===== config.mk =====
export PLATFORM = sky130hd
export DESIGN_NAME = dhs_write_slave
export DESIGN_NICKNAME = d
export VERILOG_FILES = /design/src/common/dhs_pkg.sv /design/src/common/dhs_core_if.sv /design/src/rtl/dhs_line_sync.sv /design/src/rtl/dhs_update.sv /design/src/rtl/dhs_write_slave.sv
export SDC_FILE = /design/constraint.sdc
export NUM_CORES = 1
export LEC_CHECK = 0
export ABC_CLOCK_PERIOD_IN_PS = 3000
export BUFFER_PORTS_ARGS = -buffer_cell sky130_fd_sc_hd__buf_4
export CORE_ASPECT_RATIO = 0.9
export CORE_UTILIZATION = 62
export DETAILED_ROUTE_END_ITERATION = 10
export PLACE_DENSITY = 0.91
export SLEW_MARGIN = 20
export SYNTH_ARGS = -nofsm -noshare
export SYNTH_HDL_FRONTEND = slang
export SYNTH_SLANG_ARGS = --single-unit
export TNS_END_PERCENT = 1

===== constraint.sdc =====
create_clock -name i_mclk -period 3 [get_ports i_mclk]
set_input_delay 0.15 -clock i_mclk [delete_from_list [all_inputs] [get_ports i_mclk]]
set_output_delay 0.15 -clock i_mclk [all_outputs]
set_load 0.1 [all_outputs]

===== src/common/dhs_pkg.sv =====
// Purpose: shared constants for the high-speed two-wire write slave
// Assumes: lines sampled on i_mclk at 25 MHz
// Notes: bit positions refer to the control byte and the data word
package dhs_pkg;
	// ------------------------------------------------------------
	// byte framing
	// ------------------------------------------------------------
	localparam logic [3:0] BITS_PER_BYTE = 4'h8;
	localparam logic [4:0] ADDR_PREFIX = 5'h13; // 1,0,0,1,1
	localparam logic [4:0] MCODE_PREFIX = 5'h01; // 0000 1xxx
	// ------------------------------------------------------------
	// control byte fields
	// ------------------------------------------------------------
	localparam int CTRL_LOAD_HI = 5;
	localparam int CTRL_LOAD_LO = 4;
	localparam int CTRL_BRCSEL = 2;
	localparam int CTRL_PD_FLAG = 0;
	// power-down mode bits in the upper data byte of the word
	localparam int PD_MODE_HI = 15;
	localparam int PD_MODE_LO = 13;
	// ------------------------------------------------------------
	// values after reset
	// ------------------------------------------------------------
	localparam logic [2:0] LINE_RST = 3'h6; // scl, sda high; select low
	localparam logic [7:0] CTRL_RST = 8'h00;
	localparam logic [15:0] CODE_RST = 16'h0000;
	localparam logic [7:0] BYTE_RST = 8'h00;
	localparam logic [3:0] CNT_RST = 4'h0;
	// line vector bit positions
	localparam int LN_SCL = 2;
	localparam int LN_SDA = 1;
	localparam int LN_SEL = 0;
endpackage : dhs_pkg


===== src/common/dhs_core_if.sv =====
// Purpose: carries line events and update requests between block parts
// Assumes: all signals on i_mclk
// Notes: events are one-cycle pulses
`timescale 1ns/1ps
`default_nettype none
interface dhs_core_if;
	logic scl_rise;
	logic scl_fall;
	logic scl_hi;
	logic sda;
	logic sel;
	logic start;
	logic stop;
	logic hs_mode;
	logic upd_stb;
	logic [7:0] ctrl_byte;
	logic [15:0] data_word;
	modport sync (output scl_rise, scl_fall, scl_hi, sda, sel, start, stop, input hs_mode);
	modport core (input scl_rise, scl_fall, scl_hi, sda, sel, start, stop,
		output hs_mode, upd_stb, ctrl_byte, data_word);
	modport upd (input upd_stb, ctrl_byte, data_word);
endinterface : dhs_core_if
`default_nettype wire


===== src/rtl/dhs_line_sync.sv =====
// Purpose: synchronise and filter the bus lines, find edges and conditions
// Assumes: link clock well below i_mclk / 4
// Notes: filter needs two agreeing samples unless high-speed mode is on
`timescale 1ns/1ps
`default_nettype none
module dhs_line_sync
	import dhs_pkg::*;
(
	input wire logic i_mclk,
	input wire logic i_rst_n,
	input wire logic i_scl,
	input wire logic i_sda,
	input wire logic i_sel,
	dhs_core_if.sync lnk
);
	logic [2:0] s1_q, s1_d;
	logic [2:0] s2_q, s2_d;
	logic [2:0] s3_q, s3_d;
	logic [2:0] f_q, f_d;
	logic [2:0] p_q, p_d;

	// ------------------------------------------------------------
	// synchroniser and glitch filter
	// ------------------------------------------------------------
	// next values; only the second stage reads the first
	always_comb begin
		s1_d = {i_scl, i_sda, i_sel};
		s2_d = s1_q;
		s3_d = s2_q;
		p_d = f_q;
		// fast path in high-speed mode, else wait for agreement
		if (lnk.hs_mode || (s2_q == s3_q)) begin
			f_d = s2_q;
		end else begin
			f_d = f_q;
		end
	end

	// registers
	always_ff @(posedge i_mclk) begin
		if (!i_rst_n) begin
			s1_q <= LINE_RST;
			s2_q <= LINE_RST;
			s3_q <= LINE_RST;
			f_q <= LINE_RST;
			p_q <= LINE_RST;
		end else begin
			s1_q <= s1_d;
			s2_q <= s2_d;
			s3_q <= s3_d;
			f_q <= f_d;
			p_q <= p_d;
		end
	end

	// ------------------------------------------------------------
	// edges and conditions
	// ------------------------------------------------------------
	assign lnk.scl_rise = f_q[LN_SCL] & ~p_q[LN_SCL];
	assign lnk.scl_fall = ~f_q[LN_SCL] & p_q[LN_SCL];
	assign lnk.scl_hi = f_q[LN_SCL];
	assign lnk.sda = f_q[LN_SDA];
	assign lnk.sel = f_q[LN_SEL];
	assign lnk.start = f_q[LN_SCL] & p_q[LN_SCL] & p_q[LN_SDA] & ~f_q[LN_SDA];
	assign lnk.stop = f_q[LN_SCL] & p_q[LN_SCL] & ~p_q[LN_SDA] & f_q[LN_SDA];
endmodule : dhs_line_sync
`default_nettype wire


===== src/rtl/dhs_update.sv =====
// Purpose: output register stage loaded at each conversion update
// Assumes: upd_stb one cycle, word and control stable with it
// Notes: outputs hold through stop conditions
`timescale 1ns/1ps
`default_nettype none
module dhs_update
	import dhs_pkg::*;
(
	input wire logic i_mclk,
	input wire logic i_rst_n,
	dhs_core_if.upd lnk,
	output logic [15:0] o_code,
	output logic [1:0] o_load,
	output logic o_broadcast_sel,
	output logic o_powerdown_flag,
	output logic o_powerdown_mode_bit_a,
	output logic o_powerdown_mode_bit_b,
	output logic o_powerdown_mode_bit_c,
	output logic o_update
);
	logic [7:0] ctrl_q, ctrl_d;
	logic [15:0] code_q, code_d;
	logic upd_q, upd_d;
	logic [2:0] pdm_q, pdm_d;

	// next values: load on update only
	always_comb begin
		ctrl_d = ctrl_q;
		code_d = code_q;
		pdm_d = pdm_q;
		upd_d = lnk.upd_stb;
		if (lnk.upd_stb) begin
			ctrl_d = lnk.ctrl_byte;
			code_d = lnk.data_word;
			// mode bits only when the flag is set
			if (lnk.ctrl_byte[CTRL_PD_FLAG]) begin
				pdm_d = lnk.data_word[PD_MODE_HI:PD_MODE_LO];
			end else begin
				pdm_d = 3'h0;
			end
		end
	end

	// registers
	always_ff @(posedge i_mclk) begin
		if (!i_rst_n) begin
			ctrl_q <= CTRL_RST;
			code_q <= CODE_RST;
			upd_q <= 1'b0;
			pdm_q <= 3'h0;
		end else begin
			ctrl_q <= ctrl_d;
			code_q <= code_d;
			upd_q <= upd_d;
			pdm_q <= pdm_d;
		end
	end

	assign o_load = {ctrl_q[CTRL_LOAD_HI], ctrl_q[CTRL_LOAD_LO]};
	assign o_broadcast_sel = ctrl_q[CTRL_BRCSEL];
	assign o_powerdown_flag = ctrl_q[CTRL_PD_FLAG];
	assign o_code = code_q;
	assign o_update = upd_q;
	assign o_powerdown_mode_bit_a = pdm_q[2];
	assign o_powerdown_mode_bit_b = pdm_q[1];
	assign o_powerdown_mode_bit_c = pdm_q[0];
endmodule : dhs_update
`default_nettype wire


===== src/rtl/dhs_write_slave.sv =====
// Purpose: two-wire write slave of a 16-bit converter, with high-speed mode
// Assumes: lines sampled on i_mclk; master keeps the protocol timing
// Notes: open-drain data pin as out/enable pair; read path not present
`timescale 1ns/1ps
`default_nettype none
module dhs_write_slave
	import dhs_pkg::*;
(
	input wire logic i_mclk,
	input wire logic i_rst_n,
	input wire logic i_scl,
	input wire logic i_sda,
	input wire logic i_address_select_pin,
	output logic o_sda_out,
	output logic o_sda_oe,
	output logic o_hs_mode,
	output logic [15:0] o_code,
	output logic [1:0] o_load,
	output logic o_broadcast_sel,
	output logic o_powerdown_flag,
	output logic o_powerdown_mode_bit_a,
	output logic o_powerdown_mode_bit_b,
	output logic o_powerdown_mode_bit_c,
	output logic o_update
);
	// ------------------------------------------------------------
	// types and state
	// ------------------------------------------------------------
	typedef enum logic [2:0] {ST_IDLE, ST_RX, ST_ACK, ST_NACK, ST_WAIT} dhs_state_t;
	typedef enum logic [1:0] {K_FIRST, K_CTRL, K_MSB, K_LSB} dhs_kind_t;

	dhs_core_if lnk ();

	dhs_state_t st_q, st_d;
	dhs_kind_t kind_q, kind_d;
	logic [3:0] cnt_q, cnt_d;
	logic [7:0] sh_q, sh_d;
	logic ack_hi_q, ack_hi_d;
	logic hs_q, hs_d;
	logic oe_q, oe_d;
	logic upd_q, upd_d;
	logic [7:0] ctrl_q, ctrl_d;
	logic [7:0] msb_q, msb_d;
	logic [7:0] lsb_q, lsb_d;
	logic byte_done;
	logic is_mcode;
	logic is_addr;

	// ------------------------------------------------------------
	// decode helpers
	// ------------------------------------------------------------
	// own write address with select pin level
	function automatic logic addr_match(input logic [7:0] b, input logic sel);
		addr_match = (b == {ADDR_PREFIX, sel, 1'b0, 1'b0});
	endfunction

	function automatic dhs_kind_t next_kind(input dhs_kind_t k);
		case (k)
			K_FIRST: next_kind = K_CTRL;
			K_CTRL: next_kind = K_MSB;
			K_MSB: next_kind = K_LSB;
			// pairs repeat without a new control byte
			K_LSB: next_kind = K_MSB;
			default: next_kind = K_MSB;
		endcase
	endfunction

	assign byte_done = (st_q == ST_RX) && (cnt_q == BITS_PER_BYTE) && lnk.scl_fall;
	assign is_mcode = (sh_q[7:3] == MCODE_PREFIX);
	assign is_addr = addr_match(sh_q, lnk.sel);

	// ------------------------------------------------------------
	// protocol engine
	// ------------------------------------------------------------
	// next values of the byte engine
	always_comb begin
		st_d = st_q;
		kind_d = kind_q;
		cnt_d = cnt_q;
		sh_d = sh_q;
		ack_hi_d = ack_hi_q;
		hs_d = hs_q;
		oe_d = oe_q;
		upd_d = 1'b0;
		ctrl_d = ctrl_q;
		msb_d = msb_q;
		lsb_d = lsb_q;
		if (lnk.stop) begin
			hs_d = 1'b0;
			// back to idle; stored bytes kept
			st_d = ST_IDLE;
			oe_d = 1'b0;
			ack_hi_d = 1'b0;
		end else if (lnk.start) begin
			// start or repeated start opens a frame
			// repeated start loops back to addressing
			st_d = ST_RX;
			kind_d = K_FIRST;
			cnt_d = CNT_RST;
			oe_d = 1'b0;
			ack_hi_d = 1'b0;
		end else begin
			case (st_q)
				ST_IDLE: begin
					st_d = ST_IDLE;
				end
				ST_RX: begin
					if (lnk.scl_rise && (cnt_q != BITS_PER_BYTE)) begin
						sh_d = {sh_q[6:0], lnk.sda};
						cnt_d = cnt_q + 4'h1;
					end
					if (byte_done) begin
						ack_hi_d = 1'b0;
						case (kind_q)
							K_FIRST: begin
								if (is_mcode) begin
									// master code: no acknowledge, go fast
									hs_d = 1'b1;
									st_d = ST_NACK;
								end else if (is_addr) begin
									st_d = ST_ACK;
									oe_d = 1'b1;
								end else begin
									st_d = ST_WAIT;
								end
							end
							K_CTRL: begin
								ctrl_d = sh_q;
								st_d = ST_ACK;
								oe_d = 1'b1;
							end
							K_MSB: begin
								msb_d = sh_q;
								st_d = ST_ACK;
								oe_d = 1'b1;
							end
							K_LSB: begin
								lsb_d = sh_q;
								st_d = ST_ACK;
								oe_d = 1'b1;
							end
							default: st_d = ST_WAIT;
						endcase
					end
				end
				ST_ACK: begin
					// hold data low through ninth clock
					if (lnk.scl_rise) begin
						ack_hi_d = 1'b1;
					end
					if (lnk.scl_fall && ack_hi_q) begin
						oe_d = 1'b0;
						ack_hi_d = 1'b0;
						cnt_d = CNT_RST;
						st_d = ST_RX;
						kind_d = next_kind(kind_q);
						// update at falling edge of acknowledge
						upd_d = (kind_q == K_LSB);
					end
				end
				ST_NACK: begin
					// master repeats start after this clock
					if (lnk.scl_rise) begin
						ack_hi_d = 1'b1;
					end
					if (lnk.scl_fall && ack_hi_q) begin
						ack_hi_d = 1'b0;
						st_d = ST_WAIT;
					end
				end
				ST_WAIT: begin
					st_d = ST_WAIT;
				end
				default: begin
					st_d = ST_IDLE;
					oe_d = 1'b0;
				end
			endcase
		end
	end

	// reset lands in standard/fast mode, idle
	always_ff @(posedge i_mclk) begin
		if (!i_rst_n) begin
			st_q <= ST_IDLE;
			kind_q <= K_FIRST;
			cnt_q <= CNT_RST;
			sh_q <= BYTE_RST;
			ack_hi_q <= 1'b0;
			hs_q <= 1'b0;
			oe_q <= 1'b0;
			upd_q <= 1'b0;
			ctrl_q <= CTRL_RST;
			msb_q <= BYTE_RST;
			lsb_q <= BYTE_RST;
		end else begin
			st_q <= st_d;
			kind_q <= kind_d;
			cnt_q <= cnt_d;
			sh_q <= sh_d;
			ack_hi_q <= ack_hi_d;
			hs_q <= hs_d;
			oe_q <= oe_d;
			upd_q <= upd_d;
			ctrl_q <= ctrl_d;
			msb_q <= msb_d;
			lsb_q <= lsb_d;
		end
	end

	// ------------------------------------------------------------
	// connections
	// ------------------------------------------------------------
	assign lnk.hs_mode = hs_q;
	assign lnk.upd_stb = upd_q;
	assign lnk.ctrl_byte = ctrl_q;
	assign lnk.data_word = {msb_q, lsb_q};
	assign o_sda_out = 1'b0; // open drain, only pulls low
	assign o_sda_oe = oe_q;
	assign o_hs_mode = hs_q;

	dhs_line_sync u_sync (
		.i_mclk(i_mclk),
		.i_rst_n(i_rst_n),
		.i_scl(i_scl),
		.i_sda(i_sda),
		.i_sel(i_address_select_pin),
		.lnk(lnk.sync)
	);

	dhs_update u_upd (
		.i_mclk(i_mclk),
		.i_rst_n(i_rst_n),
		.lnk(lnk.upd),
		.o_code(o_code),
		.o_load(o_load),
		.o_broadcast_sel(o_broadcast_sel),
		.o_powerdown_flag(o_powerdown_flag),
		.o_powerdown_mode_bit_a(o_powerdown_mode_bit_a),
		.o_powerdown_mode_bit_b(o_powerdown_mode_bit_b),
		.o_powerdown_mode_bit_c(o_powerdown_mode_bit_c),
		.o_update(o_update)
	);
endmodule : dhs_write_slave
`default_nettype wire


### Word-level counts from Yosys, hierarchy flattened

Cells that the tools add are included.
Widths: inputs -> output; s select.

* register bits: 84
* output and inout port bits: 27
* input bits: 5
* logic and storage cells: 117

* add/subtract/negate cells: 1
* mux-type cells: 27
* eq/ne operators: 22
* reductions and logical operators: 29
* bitwise logic cells: 17

Operators with widths (count)
* $reduce_and 5->1: 5
* $mux 3: 6
* $ne 3x3->1 const B: 5
* $mux 4: 3
* $pmux 3 s4: 1
* $reduce_and 3->1: 4
* $not 1->1: 10
* $reduce_or 3->1: 3
* $eq 8x8->1: 1
* $mux 1: 8
* $pmux 4 s2: 1
* $reduce_and 4->1: 2
* $and 1x1->1: 7
* $eq 3x2->1 const B: 2
* $mux 2: 3
* $ne 2x2->1 const B: 3
* $pmux 2 s3: 1
* $pmux 3 s2: 1
* $reduce_bool 2->1: 3
* $reduce_or 2->1: 3
* $eq 5x1->1 const B: 1
* $reduce_or 5->1: 1
* $add 4x1->4 const B: 1
* $eq 2x2->1 const B: 2
* 15 further kinds: 19

### Longest topological paths before layout

Gate-level depths: netlist of run 1.

* depth in word-level cells: 7
* depth in mapped cells: 8
* mapped depth without buffers: 6

### Modules after synthesis

Synthesis of run 1 repeated with hierarchy kept, for this count alone.

* cell total of the unflattened synthesis: 342
* area total of the unflattened synthesis: 3452.1 um2

By module, submodules not included
* dhs_write_slave: instances 1, area an instance 2034.5 um2, cells each 219, seq. area each 900.9 um2
* dhs_update: instances 1, area an instance 908.4 um2, cells each 80, seq. area each 480.5 um2
* dhs_line_sync: instances 1, area an instance 509.2 um2, cells each 43, seq. area each 280.3 um2

### Worst setup path after synthesis of run 1

No wires, ideal clock.

* kind: reg-to-reg
* start: register cnt_q[0]
* end: register st_q[0]
* required time: 2940 ps
* buffers on the path: 1
* stages on the path, launching flop included: 8
* arrival time: 1508 ps
* library setup time: 60 ps
* setup slack: 1432 ps
* path through: dfxtp_1 inv_1 ha_1 nor4bb_1 buf_2 o211a_1 o311ai_1 and3_1

* cells in the longest elaborated chain, start to end: 5

Ends and longest elaborated chain
* from (decl): RTL line dhs_write_slave.sv:36 `logic [3:0] cnt_q, cnt_d;`
* from (signal assigned): RTL line dhs_write_slave.sv:199 `cnt_q <= cnt_d;`
* $eq 4x4->1: RTL line dhs_write_slave.sv:68 `assign byte_done = (st_q == ST_RX) && (cnt_q == BITS_PER_BYTE) && lnk.scl_fall;`
* $logic_and 1x1->1 (2 in a row): RTL line dhs_write_slave.sv:68
* $ne 3x3->1 (no line)
* $reduce_and 3->1 (no line)
* to (signal assigned): RTL line dhs_write_slave.sv:197 `st_q <= st_d;`
* to (decl): RTL line dhs_write_slave.sv:34 `dhs_state_t st_q, st_d;`

Every way passes these cells.
A chain may end at the register's enable or synchronous reset.

### Worst setup path after layout of run 1

* start: register cnt_q[0]
* end: register msb_q[1]

* cells in the longest elaborated chain, start to end: 4

Ends and longest elaborated chain
* $eq 4x4->1: RTL line dhs_write_slave.sv:68
* $logic_and 1x1->1 (2 in a row): RTL line dhs_write_slave.sv:68
* $reduce_and 5->1 (no line)
* to (signal assigned): RTL line dhs_write_slave.sv:206 `msb_q <= msb_d;`
* to (decl): RTL line dhs_write_slave.sv:43 `logic [7:0] msb_q, msb_d;`

Every way passes these cells.

==> key figures, run 1 <==
Run status
  • Status: complete, no violations

Synthesis
  • Main flop type after synthesis: dfxtp_1
  • Ys Warns: 0
  • Synthesized area per cell: 10.1 µm²
  • Post-synthesis compound-gate area fraction: 9.18%
  • Simple-gate share of the synthesized area: 23.1%
  • Seq/Total Area, Yosys: 48.5%
  • Adder-Cell Fraction of Synth Area: 0.768%
  • Xor/xnor share of the synthesized area: 1.34%
  • Post-synth EDFFs: 0
  • Synth Net Count: 330
  • Mux share of post-synthesis cell area: 13.3%
  • Flops & latches, synth: 79
  • Main combinational cell family by area after synthesis: simple AND/OR/NAND/NOR gates
  • Mapped cell area: 3260 µm²
  • Gate Count Post-Synth: 323
  • Post-synthesis async set-or-reset flop share: 0%
  • Distinct cell type count after synthesis: 49

Final layout
  • Most frequent cells in the layout: dfxtp_1, nor2b_1, mux2i_1, buf_4, nand2_1
  • Area occupied by multi-input gates: 1560 µm²
  • Area grow syn2layout: 12.6%
  • Share of cells above drive strength 1: 15.3%
  • Storage element area: 1580 µm²
  • Fin nets: 358
  • Ant diodes: 0
  • # fillers: 361
  • Most common cell after layout, fill and taps aside: dfxtp_1

Worst setup path
  • R2R setup slack: 950 ps
  • CP Data Required Time: 3230 ps
  • R2r endpoint: msb_q[1]
  • Slowest CP cell: nand4b_1
  • RR Startpoint: cnt_q[0]
  • Crit Path Max Fanout: 8
  • Buf/Inv on CP: 2
  • Critical path arrival: 2280 ps
  • Critical path endpoint category: register
  • R2R depth: 7
  • Setup CP Type: register to register
  • Top delay family on crit path: simple AND/OR/NAND/NOR gates
  • Critical path's largest stage delay: 470 ps
  • Crit-path cells: inv_1 > ha_1 > nor4bb_1 > buf_4 > nand4b_1 > mux2i_1 > nor2b_1
  • Crit start category: register

Floorplan
  • Core area: 4950 µm²
  • Chip Height: 70.8 µm
  • Die width: 78.4 µm
  • Initial Util: 65.8%
  • DIE AREA: 5550 µm²
  • Core Rows: 24
  • Ports: 32

Global routing
  • Largest net degree at the start of global routing: 78
  • Grt total ovfl: 0
  • Vias in the first global route: 2,225
  • GRT Util Overall: 24.5%
  • Global-route wire length before repair: 10,300 µm
  • Initial antenna violation count: 0

Clock network
  • CTS buffer count: 9
  • # clock sinks: 79
  • Post-CTS sizing: 0
  • Max clock buf depth: 2
  • CTS tree: built
  • Root buffer cell: clkbuf_8
  • # H-tree levels: 3
  • Clk slew on worst S/H paths: 70 ps
  • Clock latency on the worst-skew pair: 340 ps

Route
  • DR WL/cell: 14.7 µm
  • Detailed Routing Iterations Pass 1: 4
  • Metal1 wirelength: 2850 µm
  • DR top layer: met4
  • Via-to-Cell Ratio: 5.70
  • Drt drc: 0
  • Detailed Route WL: 6160 µm
  • Detail Route met3 WL: 338 µm
  • Metal2 WL: 2890 µm
  • Starting DRT DRC Count: 223
  • Vias: 2,387
  • Post-detailed-route count of antenna-violating nets: 0

Worst hold path
  • Hold Path End: u_sync.s1_q[0]
  • Min-delay src: i_address_select_pin
  • Worst hold stages: 2
  • Path type of the worst min-delay path: primary input to register

Timing
  • WHS: 14.2 ps
  • Min Tclk post-route: 2050 ps
  • Sum Neg Setup Slack: 0 ps
  • Fmax: 488 MHz
  • RSZ-0062 raised after global routing: no
  • # setup viols final: 0
  • Final Max Tran Viols: 0
  • Final Hold Viols: 0
  • Rel. slew slack: 59.9%
  • Clock Skew: 5.71 ps
  • Final worst path period share: 68.3%
  • Worst Max-Slew Pin Slew: 598 ps

Pwr
  • Leak: 1.48 nW
  • Peak VDD IR: 0.451 mV
  • Pwr Density: 481 nW/µm²

Place
  • Global placement routability congestion: 0.941
  • PortBufs: 30
  • Post-DP HPWL: 4210 µm

Job
  • Max-cap viol count: 0
==> per-stage QoR <==
stage	cells	setup WS [ps]	power, mW	util (%)	instance area [µm²]
finish	419	952	1.76	74.0	3670
detailed placement	403	983	1.14	70.5	3490
CTS	419	963	1.77	74.0	3670
global placement	403	1040	1.14	70.5	3490
floorplan	323	1430	1.13	-	3260
global route	419	808	1.83	74.0	3670
==> per-layer routing <==
metal / up-vias / global-route usage [%]
met2: 69 / 38.0
met4: 0 / 10.9
li1: 1172 / -
met3: 10 / 9.03
met5: - / 0
met1: 1136 / 30.8
==> Yosys cell counts (all sizes together), types with 3 or more instances <==
library cell	number	share of area, %
nand4	4	1.2
a31oi	3	0.58
o211ai	5	1.2
nand2b	12	2.3
xnor2	4	1.1
nand2	30	3.5
mux2i	41	13
clkbuf	10	1.2
and2	6	1.2
o31ai	3	0.84
nand4b	3	1.0
a21boi	11	2.5
nand3	8	1.2
nor2b	43	8.3
o21ai	5	0.77
and3	3	0.58
dfxtp	79	49
buf	8	1.7
nor2	6	0.69
inv	7	0.81
a21oi	4	0.61
==> how the worst max path moves through the flow <==
| stage | end | from | depth (start not counted) |
|---|---|---|---|
| global placement | msb_q[4] | cnt_q[0] | 7 |
| finish | msb_q[1] | cnt_q[0] | 7 |
| detailed placement | msb_q[1] | cnt_q[0] | 7 |
| global route | msb_q[3] | cnt_q[0] | 7 |
| CTS | msb_q[1] | cnt_q[0] | 7 |
| floorplan | st_q[0] | cnt_q[0] | 7 |
==> timing repair <==
action                                 in CTS  in global routing
endpoints found under the hold margin       2                  0
hold buffers                                2                  0
setup endpoints to repair                   0                  0
setup buffers                               0                  0
==> sequential cells by signal, summed over array words and instances (netlist names), 2 cells and up <==
| name | count |
|---|---|
| cnt_q | 4 |
| ctrl_q | 4 |
| kind_q | 2 |
| lsb_q | 8 |
| msb_q | 8 |
| sh_q | 8 |
| st_q | 3 |
| u_sync.f_q | 3 |
| u_sync.p_q | 2 |
| u_sync.s1_q | 3 |
| u_sync.s2_q | 3 |
| u_sync.s3_q | 3 |
| u_upd.ctrl_q | 4 |
| u_upd.o_code | 16 |
| u_upd.pdm_q | 3 |
==> layout make-up <==
type                       count  area share (%)
sequential                    79            43.1
multi-input combinational    219            42.5
clock buffer                  10            3.48
inverter                       7           0.716
clock inverter                 4           0.682
timing repair buffer          35            7.30
tap                           65            2.22
==> worst reg2reg max path, cell delays in order (launching register included) <==
cell,delay (ps)
dfxtp_1,330
inv_1,90
ha_1,170
nor4bb_1,260
buf_4,200
nand4b_1,470
mux2i_1,340
nor2b_1,70
==> kinds of logic (layout without fill, tap and decap cells) <==
kind of cell             Yosys count  count (layout)
AO/OA/AOI/OAI                     41              41
XOR/XNOR                           5               5
adder cells (fa/ha/maj)            2               2
buffers and inverters             25              56
flip-flops                        79              79
multiplexers                      43              43
other                              1               1
AND/OR/NAND/NOR                  127             127
==> report_power, final <==
part | total [mW] | leakage [nW] | internal, mW | switching [mW]
clock network | 0.644 | 0.0740 | 0.288 | 0.356
registers | 1.06 | 0.638 | 1.06 | 0.00551
logic | 0.0571 | 0.772 | 0.0262 | 0.0310
total | 1.76 | 1.48 | 1.37 | 0.393
(Power assumes the default switching activity.)
==> run 2: changes to the inputs <==
Settings changed: ABC_AREA from default to 1, ABC_CLOCK_PERIOD_IN_PS 3000 to 2000, CORE_UTILIZATION 62 to 57, PLACE_DENSITY 0.91 to 0.86.
Clock period 3 ns to 2 ns, I/O delays scaled along.
==> run 2 against run 1 <==
Compared with the run above:
- maximum frequency up 16%
- synthesized cell count increased by 25%
- via count rose by 15%
- sequential cell count is the same
- final area is 2.5% lower
- sequential share of layout area is 1.1 points higher
- critical path type unchanged
==> key figures, run 2 <==
Job
  • Max-cap viol count: 0 (unchanged)

Synthesis
  • Post-synthesis async set-or-reset flop share: 0% (unchanged)
  • Main flop type after synthesis: dfxtp_1 (unchanged)
  • Ys Warns: 0 (unchanged)
  • Post-synth EDFFs: 0 (unchanged)
  • Flops & latches, synth: 79 (unchanged)
  • Seq/Total Area, Yosys: 51.1% (was 48.5%)
  • Synth Net Count: 410 (was 330)
  • Synthesized area per cell: 7.67 µm² (was 10.1 µm²)
  • Share of the synthesized area in the top cell type: 51.1% (was 48.5%)
  • Most frequent cell after synthesis: dfxtp_1 (unchanged)
  • Top post-synthesis cells by area: dfxtp_1, nand2_1, a21oi_1 (was dfxtp_1, mux2i_1, nor2b_1)
  • Post-synthesis compound-gate area fraction: 14.1% (was 9.18%)
  • Distinct cell type count after synthesis: 28 (was 49)
  • Xor/xnor share of the synthesized area: 1.13% (was 1.34%)
  • Adder-Cell Fraction of Synth Area: 0.809% (was 0.768%)
  • Leading cell types by count after synthesis: dfxtp_1, nand2_1, nor2_1 (was dfxtp_1, nor2b_1, mux2i_1)
  • Mux share of post-synthesis cell area: 0% (was 13.3%)
  • Synth area leader: dfxtp_1 (unchanged)
  • Mapped cell area: 3090 µm² (was 3260 µm²)
  • Gate Count Post-Synth: 403 (was 323)
  • Simple-gate share of the synthesized area: 25.3% (was 23.1%)
  • Main combinational cell family by area after synthesis: simple AND/OR/NAND/NOR gates (unchanged)

Floorplan
  • DIE AREA: 5720 µm² (was 5550 µm²)
  • Ports: 32 (unchanged)
  • Chip Height: 71.9 µm (was 70.8 µm)
  • Die width: 79.6 µm (was 78.4 µm)
  • Core area: 5220 µm² (was 4950 µm²)
  • Initial Util: 59.2% (was 65.8%)
  • Core Rows: 25 (was 24)

Route
  • Detailed Route WL: 6250 µm (was 6160 µm)
  • Via-to-Cell Ratio: 5.43 (was 5.70)
  • Post-detailed-route count of antenna-violating nets: 0 (unchanged)
  • Starting DRT DRC Count: 233 (was 223)
  • Detailed Routing Iterations Pass 1: 5 (was 4)
  • DR WL/cell: 12.4 µm (was 14.7 µm)
  • Vias: 2,746 (was 2,387)
  • Drt drc: 0 (unchanged)

Final layout
  • Area grow syn2layout: 15.6% (was 12.6%)
  • Share of cells above drive strength 1: 14.4% (was 15.3%)
  • Post-layout util: 68.4% (was 74.0%)
  • Most frequent cells in the layout: dfxtp_1, nand2_1, nor2_1, a21oi_1, inv_1 (was dfxtp_1, nor2b_1, mux2i_1, buf_4, nand2_1)
  • # fillers: 442 (was 361)
  • Fin nets: 441 (was 358)
  • Ant diodes: 0 (unchanged)
  • Largest register FFs: 16 (unchanged)
  • Most common cell after layout, fill and taps aside: dfxtp_1 (unchanged)

Global routing
  • Largest net degree at the start of global routing: 48 (was 78)
  • Grt total ovfl: 0 (unchanged)
  • Vias in the first global route: 2,451 (was 2,225)
  • GRT Util Overall: 24.0% (was 24.5%)
  • Global-route wire length before repair: 10,600 µm (was 10,300 µm)
  • Initial antenna violation count: 0 (unchanged)

Timing
  • Rel. slew slack: 55.0% (was 59.9%)
  • Fmax: 565 MHz (was 488 MHz)
  • Sum Neg Setup Slack: 0 ps (unchanged)
  • # setup viols final: 0 (unchanged)
  • Final worst path period share: 88.5% (was 68.3%)
  • Worst Max-Slew Pin Slew: 674 ps (was 598 ps)
  • Clock Skew: 4.99 ps (was 5.71 ps)
  • Min setup slack post-route: 230 ps (was 952 ps)
  • Min Tclk post-route: 1770 ps (was 2050 ps)
  • Final Hold Viols: 0 (unchanged)
  • Final Max Tran Viols: 0 (unchanged)
  • RSZ-0062 raised after global routing: no (unchanged)

Worst hold path
  • Path type of the worst min-delay path: primary input to register (unchanged)

Run status
  • Status: complete, no violations (unchanged)

Clock network
  • Clk slew on worst S/H paths: 70 ps (about the same)
  • # H-tree levels: 3 (unchanged)
  • CTS tree: built (unchanged)
  • Root buffer cell: clkbuf_8 (unchanged)
  • CTS buffer count: 9 (unchanged)
  • # clock sinks: 79 (unchanged)
  • CTS Hold Buffers Added: 3 (was 2)
  • Post-CTS Setup Bufs: 0 (unchanged)
  • Post-CTS sizing: 0 (unchanged)
  • Max clock buf depth: 2 (unchanged)
  • Clock latency on the worst-skew pair: 340 ps (about the same)

Place
  • Global placement routability congestion: 0.970 (was 0.941)
  • PortBufs: 30 (unchanged)
  • Dpl ws: 249 ps (was 983 ps)
  • Post-DP HPWL: 4410 µm (was 4210 µm)

Worst setup path
  • Crit start category: register (unchanged)
  • CP Data Required Time: 2200 ps (was 3230 ps)
  • Setup CP Type: register to register (unchanged)
  • Critical path endpoint category: register (unchanged)
  • Crit Path Max Fanout: 8 (unchanged)
  • Critical path arrival: 1970 ps (was 2280 ps)

Pwr
  • Peak VDD IR: 0.917 mV (was 0.451 mV)
  • Pwr Density: 835 nW/µm² (was 481 nW/µm²)
  • Leak: 1.57 nW (was 1.48 nW)
run 2: cell types whose count changed in the layout (fill, tap and decap cells not counted), moves of 10 or more:
| cell | change |
|---|---|
| nand3_1 | +15 |
| nor2_1 | +44 |
| inv_1 | +31 |
| o21ai_0 | +30 |
| nand4_1 | +10 |
| nand2_1 | +41 |
| nand2b_1 | -12 |
| a21oi_1 | +41 |
| mux2i_1 | -41 |
| nor2b_1 | -43 |
run 2: through the flow:
| stage | cells | power [mW] | cell area [µm²] | hold WS [ps] |
|---|---|---|---|---|
| after global placement | 487 | 1.86 | 3350 | 284 |
| after CTS | 506 | 3.00 | 3570 | 83.8 |
| after floorplan | 403 | 1.83 | 3090 | 198 |
| final | 506 | 2.98 | 3570 | 95.4 |
| after detailed placement | 487 | 1.87 | 3350 | 290 |
| after global routing | 506 | 3.10 | 3570 | 94.7 |
run 2: per-layer routing:
layer / wire, µm / part of all wire (%) / track usage, % / vias up
met5: 0 / 0 / 0 / -
met4: 123 / 2.0 / 10.7 / 0
met3: 402 / 6.4 / 7.52 / 14
met2: 2880 / 46 / 38.4 / 106
met1: 2840 / 45 / 29.5 / 1252
li1: - / - / - / 1374
run 2: path summary, 6_finish.rpt:
| kind | from | end | slack [ps] | cells past startpoint |
|---|---|---|---|---|
| setup / recovery | cnt_q[0] | lsb_q[3] | 230 | 7 |
| hold / removal | i_rst_n | o_hs_mode | 100 | 3 |
| setup reg to reg | cnt_q[0] | lsb_q[3] | 230 | 7 |
| hold reg to reg | u_sync.s1_q[2] | u_sync.s2_q[2] | 420 | 1 |
run 2: logic make-up (layout without fill, tap and decap cells):
family | Yosys count | after routing
adder cells (fa/ha/maj) | 2 | 2
buffers and inverters | 57 | 93
AO/OA/AOI/OAI | 85 | 85
other | 1 | 1
AND/OR/NAND/NOR | 175 | 175
flip-flops | 79 | 79
XOR/XNOR | 4 | 4
run 2: critical path, cell delays in order (launching register included):
cell and delay [ps]:
dfxtp_1 340, inv_1 100, ha_1 150, nand3_1 180, nor3_4 310, nand3_1 330, nand2_1 150, a21oi_1 70
run 2: layout make-up:
| class | count | area, µm² | share of cell area (%) |
|---|---|---|---|
| Timing Repair Buffer | 37 | 285 | 7.98 |
| Sequential cell | 79 | 1580 | 44.2 |
| Clock inverter | 3 | 42.5 | 1.19 |
| Clock buffer | 13 | 149 | 4.17 |
| Multi-Input combinational cell | 267 | 1280 | 35.9 |
| Inverter | 40 | 150 | 4.20 |
| Tap cell | 67 | 83.8 | 2.35 |
run 2: report_power, final:
part / leakage (nW) / internal (mW) / switching [mW] / total [mW]
registers: 0.639 / 1.60 / 0.0293 / 1.63
clock network: 0.0936 / 0.610 / 0.531 / 1.14
logic: 0.834 / 0.0696 / 0.141 / 0.210
total: 1.57 / 2.28 / 0.701 / 2.98
==> run 3: changes to the inputs <==
Settings changed: CORE_ASPECT_RATIO 0.9 to default.
==> run 3 against run 2 <==
Compared with the run above:
- combinational power about the same
- core utilization rose by 1.4 points
- routed wire length down 0.75%
- sequential power barely moved
- clock power grew 11%
- global-route usage is 0.072 points lower
- sequential cell count is the same
- setup slack better by 51 ps
- largest cell class unchanged
==> key figures, run 3 (synthesized netlist as in run 2, its figures left out) <==
Run status
  • Status: complete, no violations (unchanged)

Final layout
  • Fin area: 3610 µm² (was 3570 µm²)
  • Share of cells above drive strength 1: 15.2% (was 14.4%)
  • Fin nets: 442 (was 441)
  • # fillers: 420 (was 442)
  • Area grow syn2layout: 16.7% (was 15.6%)
  • Largest register FFs: 16 (unchanged)
  • Ant diodes: 0 (unchanged)
  • Post-layout util: 69.8% (was 68.4%)
  • Most frequent cells in the layout: dfxtp_1, nand2_1, nor2_1, a21oi_1, inv_1 (unchanged)
  • Most common cell after layout, fill and taps aside: dfxtp_1 (unchanged)

Floorplan
  • DIE AREA: 5730 µm² (was 5720 µm²)
  • Die width: 75.7 µm (was 79.6 µm)
  • Ports: 32 (unchanged)
  • Core Rows: 26 (was 25)
  • Core area: 5170 µm² (was 5220 µm²)
  • Initial Util: 59.8% (was 59.2%)
  • Chip Height: 75.7 µm (was 71.9 µm)

Worst setup path
  • Slowest CP cell: dfxtp_1 (unchanged)
  • R2R setup slack: 280 ps (was 230 ps)
  • CP Data Required Time: 2210 ps (was 2200 ps)
  • Top delay family on crit path: simple AND/OR/NAND/NOR gates (unchanged)
  • R2R depth: 7 (unchanged)
  • Critical path endpoint category: register (unchanged)
  • Crit-path cells: inv_1 > ha_1 > nand3_1 > nor3_4 > nand3_1 > nand2_1 > a21oi_1 (unchanged)
  • Crit Path Max Fanout: 8 (unchanged)
  • Setup CP Type: register to register (unchanged)
  • CP most frequent cell: nand3_1 (unchanged)
  • Critical path arrival: 1930 ps (was 1970 ps)
  • Buf/Inv on CP: 1 (unchanged)
  • Critical path's largest stage delay: 340 ps (about the same)
  • R2r endpoint: lsb_q[3] (unchanged)
  • Crit start category: register (unchanged)
  • RR Startpoint: cnt_q[0] (unchanged)

Clock network
  • Post-CTS Setup Bufs: 0 (unchanged)
  • CTS Hold Buffers Added: 3 (unchanged)
  • Clk slew on worst S/H paths: 80 ps (was 70 ps)
  • Clock latency on the worst-skew pair: 350 ps (was 340 ps)
  • # H-tree levels: 3 (unchanged)
  • CTS buffer count: 9 (unchanged)
  • Max clock buf depth: 2 (unchanged)
  • Post-CTS sizing: 0 (unchanged)
  • Root buffer cell: clkbuf_8 (unchanged)
  • # clock sinks: 79 (unchanged)
  • CTS tree: built (unchanged)

Timing
  • Clock Skew: 6.68 ps (was 4.99 ps)
  • Min setup slack post-route: 281 ps (was 230 ps)
  • # setup viols final: 0 (unchanged)
  • Worst Max-Slew Pin Slew: 668 ps (was 674 ps)
  • RSZ-0062 raised after global routing: no (unchanged)
  • Final Max Tran Viols: 0 (unchanged)
  • Fmax: 582 MHz (was 565 MHz)
  • Final worst path period share: 85.9% (was 88.5%)
  • Final Hold Viols: 0 (unchanged)
  • Min Tclk post-route: 1720 ps (was 1770 ps)
  • Rel. slew slack: 55.4% (was 55.0%)
  • Sum Neg Setup Slack: 0 ps (unchanged)

Route
  • Detailed Routing Iterations Pass 1: 5 (unchanged)
  • Drt drc: 0 (unchanged)
  • Via-to-Cell Ratio: 5.18 (was 5.43)
  • Detailed Route WL: 6200 µm (was 6250 µm)
  • Vias: 2,644 (was 2,746)
  • Starting DRT DRC Count: 150 (was 233)
  • Post-detailed-route count of antenna-violating nets: 0 (unchanged)
  • DR WL/cell: 12.2 µm (was 12.4 µm)

Pwr
  • Peak VDD IR: 0.926 mV (was 0.917 mV)
  • Tot Pwr: 3.10 mW (was 2.98 mW)
  • Pwr Density: 858 nW/µm² (was 835 nW/µm²)
  • Leak: 1.59 nW (was 1.57 nW)

Global routing
  • Initial antenna violation count: 0 (unchanged)
  • Grt total ovfl: 0 (unchanged)
  • GRT Util Overall: 23.9% (was 24.0%)
  • Vias in the first global route: 2,362 (was 2,451)
  • Global-route wire length before repair: 10,200 µm (was 10,600 µm)
  • Largest net degree at the start of global routing: 31 (was 48)

Place
  • Post-DP HPWL: 4280 µm (was 4410 µm)
  • Dpl cell area: 3360 µm² (was 3350 µm²)
  • Global placement routability congestion: 0.901 (was 0.970)
  • Dpl ws: 277 ps (was 249 ps)
  • PortBufs: 30 (unchanged)

Worst hold path
  • Path type of the worst min-delay path: primary input to register (unchanged)
  • Min-delay src: i_rst_n (unchanged)
  • Worst hold stages: 2 (was 3)
  • Hold Path End: u_sync.p_q[2] (was o_hs_mode)

Job
  • Max-cap viol count: 0 (unchanged)
## run 3: per-layer routing
layer	share of wire [%]	global-route usage [%]	wire [µm]
met5	0	0	0
met1	46	29.6	2850
met4	1.6	13.4	99
met3	5.6	6.61	350
met2	47	37.7	2900
## run 3: how the worst max path moves through the flow
stage	startpoint	endpoint	slack, ps	cells past startpoint
3_3_place_gp	cnt_q[0]	lsb_q[2]	360	7
3_5_place_dp	cnt_q[0]	lsb_q[3]	280	7
4_1_cts	cnt_q[0]	lsb_q[3]	260	7
5_1_grt	cnt_q[0]	msb_q[1]	70	7
6_report	cnt_q[0]	lsb_q[3]	280	7
2_1_floorplan	o_hs_mode	u_sync.f_q[0]	520	4
## run 3: cell type report
class	count	area, µm²	area share (%)
clock buffers	11	151	4.19
well taps	70	87.6	2.43
inverters	40	150	4.16
repair buffers	38	293	8.11
multi-input cells	267	1280	35.5
clock inverters	5	63.8	1.77
flip-flops and latches	79	1580	43.8
## run 3: where the power goes
group | internal (mW) | total, mW | switching [mW]
clock | 0.656 | 1.26 | 0.601
sequential | 1.60 | 1.63 | 0.0283
combinational | 0.0700 | 0.208 | 0.138
## run 3: worst register-to-register path, stage by stage (launching register included)
cell,delay [ps]
dfxtp_1,340
inv_1,110
ha_1,160
nand3_1,180
nor3_4,290
nand3_1,280
nand2_1,150
a21oi_1,70
## run 3: per-stage QoR
step | hold slack, ps | std cells
6_report | 37.2 | 510
5_1_grt | 44.8 | 510
4_1_cts | 34.2 | 510
3_5_place_dp | 288 | 491
3_3_place_gp | 282 | 491
2_1_floorplan | 198 | 403
